[src/core/pdc_pkg.sv]
// Package: port direction control constants and carrier types
package pdc_pkg;
    localparam int NUM_PORTS          = 6;
    localparam int PORT_W             = 8;
    localparam int IDX_W              = 3;
    localparam logic [7:0] DIR_RESET  = 8'hff;
    localparam int NUM_EXT_IRQ        = 3;
    localparam int PORT_EXT_IRQ       = 3;
    localparam int PORT_PULLUP_GROUPS = 6;

    // Processor write request: byte or single-bit write to one register
    typedef struct packed {
        logic             wr;
        logic             bit_op;
        logic [IDX_W-1:0] index;
        logic [2:0]       bit_sel;
        logic [7:0]       data;
    } pdc_wr_t;
endpackage : pdc_pkg

[src/core/pdc_top.sv]
// Port direction control: direction registers, pin drivers, port 3 events
`timescale 1ns/10ps
`default_nettype none
module pdc_top (
    // System
    input  wire logic                          clock,
    input  wire logic                          sys_rst,
    // Processor write/read access
    input  wire pdc_pkg::pdc_wr_t              cpu_wr,
    input  wire logic [pdc_pkg::IDX_W-1:0]     rd_index,
    output logic      [7:0]                    rd_data,
    // Output latches and pull-up option from the port block
    input  wire logic [pdc_pkg::NUM_PORTS*8-1:0] out_latch,
    input  wire logic [pdc_pkg::PORT_PULLUP_GROUPS-1:0] pullup_option_register,
    // Pin drive, output enable active low
    output logic      [pdc_pkg::NUM_PORTS*8-1:0] pin_out,
    output logic      [pdc_pkg::NUM_PORTS*8-1:0] pin_oe_n,
    output logic      [pdc_pkg::NUM_PORTS*8-1:0] pullup_en,
    // Interrupt request pulses caused by port 3 output changes
    output logic      [pdc_pkg::NUM_EXT_IRQ-1:0] ext_irq_set
);
    import pdc_pkg::*;

    logic [7:0] port_direction [NUM_PORTS];
    logic [NUM_EXT_IRQ-1:0] p3_prev;
    logic [NUM_EXT_IRQ-1:0] next_p3_prev;
    logic [NUM_EXT_IRQ-1:0] next_irq;

    // Shared by the write select and the read mux
    function automatic logic idx_hit(input logic [IDX_W-1:0] index,
                                     input int               p);
        return index == IDX_W'(p);
    endfunction : idx_hit

    for (genvar p = 0; p < NUM_PORTS; p++) begin : g_reg
        pdc_reg_byte u_reg (
            .clock   (clock),
            .sys_rst (sys_rst),
            .sel     (cpu_wr.wr && idx_hit(cpu_wr.index, p)),
            .bit_op  (cpu_wr.bit_op),
            .bit_sel (cpu_wr.bit_sel),
            .data    (cpu_wr.data),
            .value   (port_direction[p])
        );
    end

    // Unmapped indices read as all ones, like an idle input port
    always_comb begin
        rd_data = 8'hff;
        for (int p = 0; p < NUM_PORTS; p++) begin
            if (idx_hit(rd_index, p)) begin
                rd_data = port_direction[p];
            end
        end
    end

    // Pin drivers are plain gating, so a mode change acts at once
    always_comb begin
        for (int p = 0; p < NUM_PORTS; p++) begin
            for (int b = 0; b < 8; b++) begin
                pin_oe_n[p*8+b]  = port_direction[p][b];
                pin_out[p*8+b]   = out_latch[p*8+b] & ~port_direction[p][b];
                pullup_en[p*8+b] = pullup_option_register[p]
                                   & port_direction[p][b];
            end
        end
    end

    // The output latch reaches the interrupt edge detector, so any latch change
    // on an output pin among port 3 bits 0 to 2 raises a request; software must mask it beforehand.
    always_comb begin
        next_p3_prev = p3_prev;
        next_irq     = '0;
        for (int i = 0; i < NUM_EXT_IRQ; i++) begin
            next_p3_prev[i] = out_latch[PORT_EXT_IRQ*8+i];
            next_irq[i] = ~port_direction[PORT_EXT_IRQ][i]
                          & (out_latch[PORT_EXT_IRQ*8+i] != p3_prev[i]);
        end
    end

    always_ff @(posedge clock or posedge sys_rst) begin
        if (sys_rst) begin
            p3_prev     <= '0;
            ext_irq_set <= '0;
        end else begin
            p3_prev     <= next_p3_prev;
            ext_irq_set <= next_irq;
        end
    end

    a_reset_input: assert property (@(posedge clock)
        $fell(sys_rst) |-> port_direction[0] == 8'hff)
        else $error("direction not all ones after reset");

    a_byte_write: assert property (@(posedge clock)
        disable iff (sys_rst)
        cpu_wr.wr && !cpu_wr.bit_op && cpu_wr.index == 3'h1
        |=> port_direction[1] == $past(cpu_wr.data))
        else $error("byte write not stored");

    a_bit_write: assert property (@(posedge clock)
        disable iff (sys_rst)
        cpu_wr.wr && cpu_wr.bit_op && cpu_wr.index == 3'h0
        |=> port_direction[0][$past(cpu_wr.bit_sel)] == $past(cpu_wr.data[0]))
        else $error("bit write not stored");

    a_driver_off: assert property (@(posedge clock)
        disable iff (sys_rst)
        port_direction[4][2] |-> pin_oe_n[34] && !pin_out[34])
        else $error("input pin still driven");

    a_driver_on: assert property (@(posedge clock)
        disable iff (sys_rst)
        !port_direction[5][0] |-> !pin_oe_n[40]
        && pin_out[40] == out_latch[40])
        else $error("output pin not driving latch");

    a_pullup_gate: assert property (@(posedge clock)
        disable iff (sys_rst)
        pullup_en[8] |-> port_direction[1][0] && pullup_option_register[1])
        else $error("pull-up on while output");

    a_p3_irq_raise: assert property (@(posedge clock)
        disable iff (sys_rst)
        !port_direction[3][0] && $changed(out_latch[24])
        && !$past(sys_rst) |=> ext_irq_set[0])
        else $error("port 3 change missed");

    a_p3_irq_quiet: assert property (@(posedge clock)
        disable iff (sys_rst)
        ext_irq_set[1] |-> $past(!port_direction[3][1]))
        else $error("spurious port 3 request");

    // A pin left as input never raises a request, whatever its latch does
    a_p3_input_quiet: assert property (@(posedge clock)
        disable iff (sys_rst)
        port_direction[3][2] |=> !ext_irq_set[2])
        else $error("request from input pin");

    a_p3_steady_quiet: assert property (@(posedge clock)
        disable iff (sys_rst)
        $stable(out_latch[24]) && !$past(sys_rst) |=> !ext_irq_set[0])
        else $error("request without level change");

    a_reset_pins: assert property (@(posedge clock)
        sys_rst |-> &pin_oe_n && pin_out == '0 && ext_irq_set == '0)
        else $error("pins not released during reset");

    a_reset_port5: assert property (@(posedge clock)
        $fell(sys_rst) |-> port_direction[5] == 8'hff)
        else $error("port 5 not input after reset");

    a_rd_unmapped: assert property (@(posedge clock)
        disable iff (sys_rst)
        rd_index > 3'h5 |-> rd_data == 8'hff)
        else $error("unmapped read not all ones");

    a_rd_mapped: assert property (@(posedge clock)
        disable iff (sys_rst)
        rd_index == 3'h3 |-> rd_data == port_direction[3])
        else $error("read mux wrong register");

    a_bit_others: assert property (@(posedge clock)
        disable iff (sys_rst)
        cpu_wr.wr && cpu_wr.bit_op && cpu_wr.index == 3'h0
        && cpu_wr.bit_sel == 3'h1
        |=> port_direction[0][7:2] == $past(port_direction[0][7:2])
        && port_direction[0][0] == $past(port_direction[0][0]))
        else $error("bit write touched other bits");

    a_no_write_hold: assert property (@(posedge clock)
        disable iff (sys_rst)
        !cpu_wr.wr |=> $stable(port_direction[2]))
        else $error("register changed without write");

    a_idx_ignored: assert property (@(posedge clock)
        disable iff (sys_rst)
        cpu_wr.wr && cpu_wr.index > 3'h5 |=> $stable(port_direction[0]))
        else $error("unmapped write landed");

    a_byte_write_p5: assert property (@(posedge clock)
        disable iff (sys_rst)
        cpu_wr.wr && !cpu_wr.bit_op && cpu_wr.index == 3'h5
        |=> port_direction[5] == $past(cpu_wr.data))
        else $error("port 5 byte write not stored");

    a_oe_port0: assert property (@(posedge clock)
        disable iff (sys_rst)
        pin_oe_n[7:0] == port_direction[0])
        else $error("port 0 enables wrong");

    a_oe_port2: assert property (@(posedge clock)
        disable iff (sys_rst)
        pin_oe_n[23:16] == port_direction[2])
        else $error("port 2 enables wrong");

    a_oe_port5: assert property (@(posedge clock)
        disable iff (sys_rst)
        pin_oe_n[47:40] == port_direction[5])
        else $error("port 5 enables wrong");

    a_out_port1: assert property (@(posedge clock)
        disable iff (sys_rst)
        pin_out[15:8] == (out_latch[15:8] & ~port_direction[1]))
        else $error("port 1 drive wrong");

    a_out_port4: assert property (@(posedge clock)
        disable iff (sys_rst)
        pin_out[39:32] == (out_latch[39:32] & ~port_direction[4]))
        else $error("port 4 drive wrong");

    a_pullup_p0: assert property (@(posedge clock)
        disable iff (sys_rst)
        pullup_en[7:0] ==
        (pullup_option_register[0] ? port_direction[0] : 8'h00))
        else $error("port 0 pull-up wrong");

    a_pullup_p5: assert property (@(posedge clock)
        disable iff (sys_rst)
        pullup_en[47:40] ==
        (pullup_option_register[5] ? port_direction[5] : 8'h00))
        else $error("port 5 pull-up wrong");
endmodule : pdc_top
`default_nettype wire

[src/core/pdc_reg_byte.sv]
// One direction register with byte and single-bit write
`timescale 1ns/10ps
`default_nettype none
module pdc_reg_byte (
    // System
    input  wire logic       clock,
    input  wire logic       sys_rst,
    // Write port
    input  wire logic       sel,
    input  wire logic       bit_op,
    input  wire logic [2:0] bit_sel,
    input  wire logic [7:0] data,
    // Contents
    output logic      [7:0] value
);
    import pdc_pkg::*;

    logic [7:0] next_value;

    always_comb begin
        next_value = value;
        if (sel) begin
            if (bit_op) begin
                next_value[bit_sel] = data[0];
            end else begin
                next_value = data;
            end
        end
    end

    always_ff @(posedge clock or posedge sys_rst) begin
        if (sys_rst) begin
            value <= DIR_RESET;
        end else begin
            value <= next_value;
        end
    end
endmodule : pdc_reg_byte
`default_nettype wire

[config.mk]
export PLATFORM = sky130hd
export DESIGN_NAME = pdc_top
export DESIGN_NICKNAME = d
export VERILOG_FILES = /design/src/core/pdc_pkg.sv /design/src/core/pdc_top.sv /design/src/core/pdc_reg_byte.sv
export SDC_FILE = /design/constraint.sdc
export NUM_CORES = 1
export LEC_CHECK = 0
export ABC_AREA = 1
export BUFFER_PORTS_ARGS = -buffer_cell sky130_fd_sc_hd__buf_2
export CORE_MARGIN = 5
export CORE_UTILIZATION = 45
export CTS_CLUSTER_DIAMETER = 200
export DETAILED_ROUTE_END_ITERATION = 8
export PLACE_DENSITY_LB_ADDON = 0.08
export REMOVE_ABC_BUFFERS = 1
export SYNTH_ARGS = -nofsm -noshare
export SYNTH_HDL_FRONTEND = slang
export SYNTH_HIERARCHICAL = 1
export SYNTH_SLANG_ARGS = --single-unit
[constraint.sdc]
create_clock -name clock -period 2.1 [get_ports clock]
set_input_delay 0.105 -clock clock [delete_from_list [all_inputs] [get_ports clock]]
set_output_delay 0.105 -clock clock [all_outputs]
set_load 0.01 [all_outputs]
==> results.txt, run 1 <==
Clock tree synthesis found a total of 54 sinks. The final route contains ~6000 vias. The post-detailed-placement half-perimeter wirelength is ~13000 microns. The number of unique standard cell types used by synthesis came out at 25.

The fill cell total of the finished layout is roughly 1100. The clock input transition at the sequential cells of the worst setup and hold paths is 0.11 ns. Leaving out fill and tap cells, the most frequent cells in the layout are 369 x sky130_fd_sc_hd__nand2_1, 229 x sky130_fd_sc_hd__buf_2, 192 x sky130_fd_sc_hd__inv_1, 102 x sky130_fd_sc_hd__nor2_1. The residual DRC count came out at 0. The diode insertion count for antenna repair came out at 0.

The floorplan step set the die width to roughly 120 microns. Post-CTS timing repair inserted 0 buffers for setup. The number of detailed-routing iterations run before antenna repair is 5. The final cycle utilization of the critical path came out at 0.7809. Averaged over all synthesized cells, the footprint is approximately 5.5 sq um.

Of the post-synthesis cell area, the dominant cell type holds 0.2780. By startpoint and endpoint, the worst setup path is classified as flip-flop to output port. The number of standard cells in the layout, taps in and fillers out came out at roughly 1300. Across the routed clock network, the largest skew measured is 0.001215 ns. The post-synth design cell area is 4982 sq um. For this design the ratio of total power to cell area is ~610 nW/um^2. Setup repair after global routing left no endpoint under its margin. The overall die area is 13280 sq um. The library cell used most frequently in the layout, excluding fill and tap cells, is sky130_fd_sc_hd__nand2_1.

The later pin in the worst-skew pair is clocked with a latency of 0.31 ns. Of all cell types, the one taking the most synthesized area is sky130_fd_sc_hd__nand2_1. The number of pins exceeding their max-slew limit in the final report came out at 0.

The number of antenna violations at the first check in global routing came out at 0. The floorplan die height came out at 115.2 microns. The global placer's final weighted congestion came out at between 0.9 and 1. The depth of the worst register-to-register path came out at 2. After synthesis, the cell types taking the most area are sky130_fd_sc_hd__nand2_1 28%, sky130_fd_sc_hd__dfstp_2 25%, sky130_fd_sc_hd__inv_1 14%. The per-cell via count in the routed design came out at roughly 4.8. The type of element capturing the critical path is an output port.

The number of DRC markers after the initial detailed-route iteration came out at around 550. Entering global routing, the biggest net connects just over 100 pins. The final number of setup-violating endpoints is 0.

The total wirelength of the detailed-routed design came out at 16670 microns. TritonCTS built the clock tree. The total routing usage reported by global routing is 0.2462. Across the VDD grid, the largest voltage drop is about 0.35 mV.

The utilization of the core after routing is 0.5849. Counting along the longest clock path gives a buffer depth of 2. Including well taps, the total number of placed cells is around 1200. The initialized floorplan defines 38 standard-cell rows.

The count of buffers added on input and output ports is around 230. The clock period minus final worst setup slack is between 1.5 and 2 ns. Synthesis inferred 54 register bits. Clock tree synthesis inserted a total of 5 buffers. The post-synthesis cell count came out at 900. The placed instance area came out at 6163 sq um. STA classifies the critical path startpoint as a flip-flop.

The area growth from synthesis to layout is 27.27%. The required time of the critical path came out at ~2.0 ns. The normalized max-slew margin came out at 0.5021. In the final layout, the share of cells above drive strength 1 is 0.2748. The final number of hold-violating endpoints is 0. The global route total overflow is 0. The min-delay analysis places its worst path in the category input port to flip-flop. The first global-routing pass estimated 26280 microns of wire.

The cell area after layout came out at approximately 6300 sq um. Summed over all cells, the static leakage comes to approximately 4.3 nW. In this run the remaining antenna-violating nets after routing total 0. The slew at the pin closest to its max-slew limit came out at approximately 0.75 ns. The number of nets at the end of the flow is around 1200. The highest clock rate is approximately 610 MHz.

The max-capacitance violation count is 0. The total area inside the core boundary comes to between 10000 and 15000 sq um. In this run the worst path has a maximum fanout of 5. The initial standard-cell utilization of the core is 0.4596.

The share of synthesized area occupied by flip-flops and latches is 0.2833. Along the worst hold path, the cell count comes to 5. The maximum level of the CTS H-tree is 2. The number of instances resized during post-cts repair came out at 0. Setup total negative slack on the finished layout was measured at 0 ns. The run finished with clean final reports. The via count of the first global-routing pass is roughly 5400. The arrival time at the worst endpoint came out at ~1.5 ns. During synthesis, Yosys emitted a total of 6 warnings. The root buffer cell is sky130_fd_sc_hd__clkbuf_8. The number of top-level design ports came out at between 200 and 250. The number of hold buffers added after CTS was 4. The total chip power came out at 0.003882 W. The average routed wire per standard cell came out at approximately 13 microns.
## logic make-up (layout without fill, tap and decap cells)
family	count (synthesis)	count (layout)	share of synthesized area
and+or+nand+nor	545	545	0.4410
buffers and inverters	222	443	0.1881
AOI/OAI and AO/OA	76	76	0.08237
DFF	54	54	0.2833
xor gates and xnor gates	3	3	0.005275
## final cells by class
cell class	count	area, sq um	share of cell area
Inverter	195	732.0	0.1154
Multi-Input combinational cell	624	2634	0.4154
Clock inverter	3	68.82	0.01085
Clock buffer	5	68.82	0.01085
Timing Repair Buffer	240	1251	0.1973
Tap cell	140	175.2	0.02762
Sequential cell	54	1411	0.2226
## power breakdown
| group | internal [W] | switching [W] | total (W) |
|---|---|---|---|
| Sequential | 0.00134 | 0.000285 | 0.00162 |
| Clock | 0.000478 | 0.000373 | 0.000851 |
| Combinational | 0.000563 | 0.000843 | 0.00141 |
## sequential cells by signal (all words and copies together) (netlist names)
| signal | flops |
|---|---|
| ext_irq_set | 3 |
| p3_prev | 3 |
| g.u_reg/value | 48 |
## per-stage QoR
step,setup WS (ns),hold slack (ns)
2_1_floorplan,0.8668,-0.1040
3_3_place_gp,0.6783,0.1432
3_5_place_dp,0.6461,0.1397
4_1_cts,0.4441,0.1906
5_1_grt,0.3325,0.2254
6_report,0.4602,0.2048
## worst paths after layout
| kind | start | endpoint | slack, ns |
|---|---|---|---|
| worst max register to register | g_reg[5].u_reg/value[4]$_DFFE_PP1P_ | g_reg[5].u_reg/value[4]$_DFFE_PP1P_ | 1.28 |
| min in group asynchronous | sys_rst | p3_prev[0]$_DFF_PP0_ | 0.36 |
| worst min register to register | g_reg[2].u_reg/value[7]$_DFFE_PP1P_ | g_reg[2].u_reg/value[7]$_DFFE_PP1P_ | 0.50 |
| worst max-delay path | g_reg[0].u_reg/value[4]$_DFFE_PP1P_ | rd_data[4] | 0.46 |
| worst min-delay path | cpu_wr[1] | g_reg[5].u_reg/value[1]$_DFFE_PP1P_ | 0.20 |
| max in group asynchronous | sys_rst | g_reg[4].u_reg/value[4]$_DFFE_PP1P_ | 1.37 |
## synth_stat cells
cell type / number
sky130_fd_sc_hd__dfrtp_1: 6
sky130_fd_sc_hd__nand2_4: 1
sky130_fd_sc_hd__nand2_2: 7
sky130_fd_sc_hd__a21oi_1: 33
sky130_fd_sc_hd__o21ai_1: 6
sky130_fd_sc_hd__o21bai_1: 12
sky130_fd_sc_hd__buf_4: 1
sky130_fd_sc_hd__or2_2: 1
sky130_fd_sc_hd__nand3b_1: 5
sky130_fd_sc_hd__nand2_1: 369
sky130_fd_sc_hd__buf_2: 8
sky130_fd_sc_hd__nand3_1: 48
sky130_fd_sc_hd__buf_6: 12
sky130_fd_sc_hd__nor2_4: 2
sky130_fd_sc_hd__nor2_1: 102
sky130_fd_sc_hd__nor3_2: 1
sky130_fd_sc_hd__nor4_1: 1
sky130_fd_sc_hd__dfstp_2: 48
sky130_fd_sc_hd__inv_1: 192
sky130_fd_sc_hd__nor3_4: 1
sky130_fd_sc_hd__inv_2: 3
sky130_fd_sc_hd__xnor2_1: 3
sky130_fd_sc_hd__nor3_1: 7
sky130_fd_sc_hd__clkbuf_1: 6
sky130_fd_sc_hd__o21ai_0: 25
## critical path, cell delays in order, from the launching register on
cell,delay [ns]
sky130_fd_sc_hd__dfstp_2,0.61
sky130_fd_sc_hd__inv_1,0.05
sky130_fd_sc_hd__nand3_1,0.09
sky130_fd_sc_hd__nand3_1,0.08
sky130_fd_sc_hd__nand2_1,0.08
sky130_fd_sc_hd__nand3_1,0.06
sky130_fd_sc_hd__nor2_1,0.09
sky130_fd_sc_hd__buf_2,0.16
## metal layers
metal	GRT usage	routed length [microns]	vias to the layer above
met5	0	0	-
met4	0.06573	380	0
met3	0.04684	1662	30
met2	0.4090	7512	298
met1	0.3293	7113	2604
li1	-	-	3074
No activity file was read; power rests on OpenSTA's default activity.
==> run 2, diff against run 1 <==
CORE_UTILIZATION = 44   (was 45)
clock period = 1.4 ns   (was 2.1 ns; I/O delays follow)
==> results.txt, run 2 (same netlist as run 1, synthesis figures left out) <==
The per-cell via count in the routed design came out at 4.705 (-1.2%). The setup slack on the worst flop-to-flop path was 0.48 ns (-0.80 ns). The category of the most critical setup path is flip-flop to output port. The root buffer cell chosen for the clock tree is sky130_fd_sc_hd__clkbuf_16.

The CTS buffer count came to 5 (unchanged). The worst voltage drop across the vdd grid was 0.5522 mV (+58%). The fill cell total of the finished layout is 1111 (-0.45%).

The met3 layer wire length in the routed design is 1780 microns (+7.1%). The max-capacitance violation count is 0 (unchanged). The global-route wire length before repair was 26520 microns (+0.92%).

The classification of the worst-slack hold path is input port to flip-flop. The number of pins exceeding their max-slew limit in the final report came out at 0 (unchanged). The final reports fail on negative setup slack. The utilization of the core after routing came out at 0.6203 (+0.03535). The startpoint of the lowest-slack hold path is cpu_wr[14]. The final number of setup-violating endpoints is 8 (+8). The largest registers in the layout are g.u_reg/value (48), ext_irq_set (3), p3_prev (3). The maximum level of the CTS H-tree was 2 (unchanged). The flip-flop count of the largest register, all copies and words added came to 48 (unchanged). The diode insertion count for antenna repair is 0 (unchanged). Leaving out fill and tap cells, the most frequent cell in the layout is sky130_fd_sc_hd__nand2_1. The depth of the worst register-to-register path came out at 4 (+2). The detailed-route via count was 6117 (+1.8%). TritonCTS built the clock tree.

The total chip power came out at 0.006501 W (+67%). The total negative setup slack came out at -0.2527 ns (-0.2527 ns). Signal routing reaches up to met4. The relative area change from synthesis to final layout came out at 36.74%.

The overall die area was 13550 sq um (+2.1%). The final cycle utilization of the critical path is 1.039. The global route total overflow is 0 (unchanged).

The slew at the pin closest to its max-slew limit came out at 0.4124 ns (-0.3345 ns). Traced cell by cell, the critical path runs through nand3b_1 -> nand3_1 -> nand2_1 -> nand3_2 -> nand2_2 -> buf_6. The static leakage is 4.558 nW (+6.2%). The number of top-level design ports came out at 230 (unchanged). The pin count of the biggest net entering global routing came out at 54 (-48%). The residual DRC count came out at 0 (unchanged). The via count of the first global-routing pass came out at 5301 (-2.5%). The total wirelength of the detailed-routed design is 17210 microns (+3.2%).

The later-pin clock latency in the skew report came out at 0.29 ns (-0.02 ns). The power density of the placed cells came out at 954.2 nW/um^2 (+56%). The remaining antenna violation count after routing came out at 0 (unchanged).

The post-detailed-placement half-perimeter wirelength is 12960 microns (+2.5%). The number of antenna violations at the first check in global routing came out at 0 (unchanged). The floorplan die height was 116.4 microns (+1.0%).

The initial standard-cell utilization of the core is 0.4536 (-0.005969). The required time of the critical path came to 1.33 ns (-0.67 ns). The core area is 10980 sq um (+1.3%).

The total routing usage reported by global routing was 0.2482 (+0.001974). The delay of the slowest critical-path stage is 0.55 ns (-0.06 ns). The clock input transition at the sequential cells of the worst setup and hold paths is 0.08 ns (-0.03 ns). Setup repair after global routing could not meet its margin everywhere. The final number of hold-violating endpoints came out at 0 (unchanged). The length of routed wiring on met1 is 7439 microns (+4.6%). The final worst setup slack came out at -0.05512 ns (-0.5153 ns). The worst flop-to-flop path endpoint is g_reg[0].u_reg/value[1]$_DFFE_PP1P_. The clock skew was 0.0003098 ns (-0.0009050 ns). The count of port buffers added during placement is 229 (unchanged).

The share of final-layout standard cells stronger than drive strength 1 came to 0.3112 (+0.03645). In the layout the commonest cells are 365 x sky130_fd_sc_hd__nand2_1, 224 x sky130_fd_sc_hd__buf_2, 189 x sky130_fd_sc_hd__inv_1, 101 x sky130_fd_sc_hd__nor2_1, 48 x sky130_fd_sc_hd__dfstp_2. The floorplan row count came out at 38 (unchanged). On the critical path, the stage with the largest delay is an instance of sky130_fd_sc_hd__dfstp_2. The clock period minus final worst setup slack is about 1.5 ns. The routed length on met2 was 7695 microns (+2.4%). The number of DRC markers after the initial detailed-route iteration came out at 435 (-21%).

The worst setup path is launched from a flip-flop. The total clock sinks came out at 54 (unchanged). The number of nets at the end of the flow is 1234 (+3.3%).

The flow ran to the end, but the final reports show violations. The number of detailed-routing iterations run before antenna repair was 4 (-1). The type of element capturing the critical path is an output port. The endpoint of the worst hold path is g_reg[5].u_reg/value[1]$_DFFE_PP1P_. The number of buffers on the longest clock path came to 2 (unchanged). The global placer's final weighted congestion is 0.8883 (-2.6%). The normalized max-slew margin is 0.7236 (+0.2215). Static timing analysis puts the maximum clock frequency at 687.2 MHz.

The cell count of the worst hold path is 5 (unchanged). The average routed wire per standard cell is 13.24 microns (+0.14%). The worst flop-to-flop path startpoint is g_reg[0].u_reg/value[1]$_DFFE_PP1P_. More flip-flops sit in one register than any other, and that register is g.u_reg/value.

The width of the die came out at 116.4 microns (+1.0%). The critical-path maximum fanout came out at 2 (-3). The worst setup timing slack at the placement stage is 0.1337 ns (-0.5124 ns). The arrival time at the worst endpoint came out at 1.39 ns (-0.14 ns).
-- run 2: stage by stage --
stage          cell area (sq um)  cells  hold WS, ns
2_1_floorplan               4777    873      -0.1390
3_3_place_gp                6281   1258      0.08967
3_5_place_dp                6281   1258      0.09995
4_1_cts                     6748   1299       0.1228
5_1_grt                     6813   1300       0.1404
6_report                    6813   1300       0.1306
-- run 2: per-layer routing --
layer,vias to the layer above,GRT usage
li1,3155,-
met1,2650,0.3286
met2,295,0.4207
met3,17,0.05026
met4,0,0.05259
met5,-,0
-- run 2: layout make-up --
cell class / count / area (sq um) / share of cell area
Inverter: 195 / 732.0 / 0.1074
Multi-Input combinational cell: 624 / 2675 / 0.3927
Sequential cell: 54 / 1411 / 0.2072
Clock buffer: 5 / 125.1 / 0.01837
Timing Repair Buffer: 279 / 1625 / 0.2386
Clock inverter: 3 / 68.82 / 0.01010
Tap cell: 140 / 175.2 / 0.02571
-- run 2: how the worst max path moves through the flow --
stage	slack (ns)	cells past startpoint	end	start
floorplan	0.20	7	g_reg[3].u_reg/value[0]$_DFFE_PP1P_	cpu_wr[13]
global placement	0.15	7	rd_data[4]	g_reg[0].u_reg/value[4]$_DFFE_PP1P_
detailed placement	0.13	11	rd_data[1]	rd_index[2]
CTS	-0.11	7	rd_data[4]	g_reg[1].u_reg/value[4]$_DFFE_PP1P_
global route	-0.15	5	rd_data[3]	g_reg[3].u_reg/value[3]$_DFFE_PP1P_
finish	-0.06	6	rd_data[2]	g_reg[1].u_reg/value[2]$_DFFE_PP1P_
-- run 2: repair_timing --
action,in CTS,in global routing
pin swaps,11,17
buffers inserted,29,1
setup endpoints to repair,8,8
resized for setup,6,16
hold endpoints to repair,9,0
cloned,0,0
hold buffers,4,0
-- run 2: power by group --
group          internal (W)  switching [W]  leakage [nW]
Sequential          0.00200       0.000302         0.571
Combinational       0.00109        0.00148          3.89
Clock               0.00103       0.000598        0.0940
-- run 2: critical path, delay by kind of cell, from the launching register on --
kind | cells | cell delay (ns)
simple gates | 5 | 0.43
buf+inv | 1 | 0.11
flops | 1 | 0.55
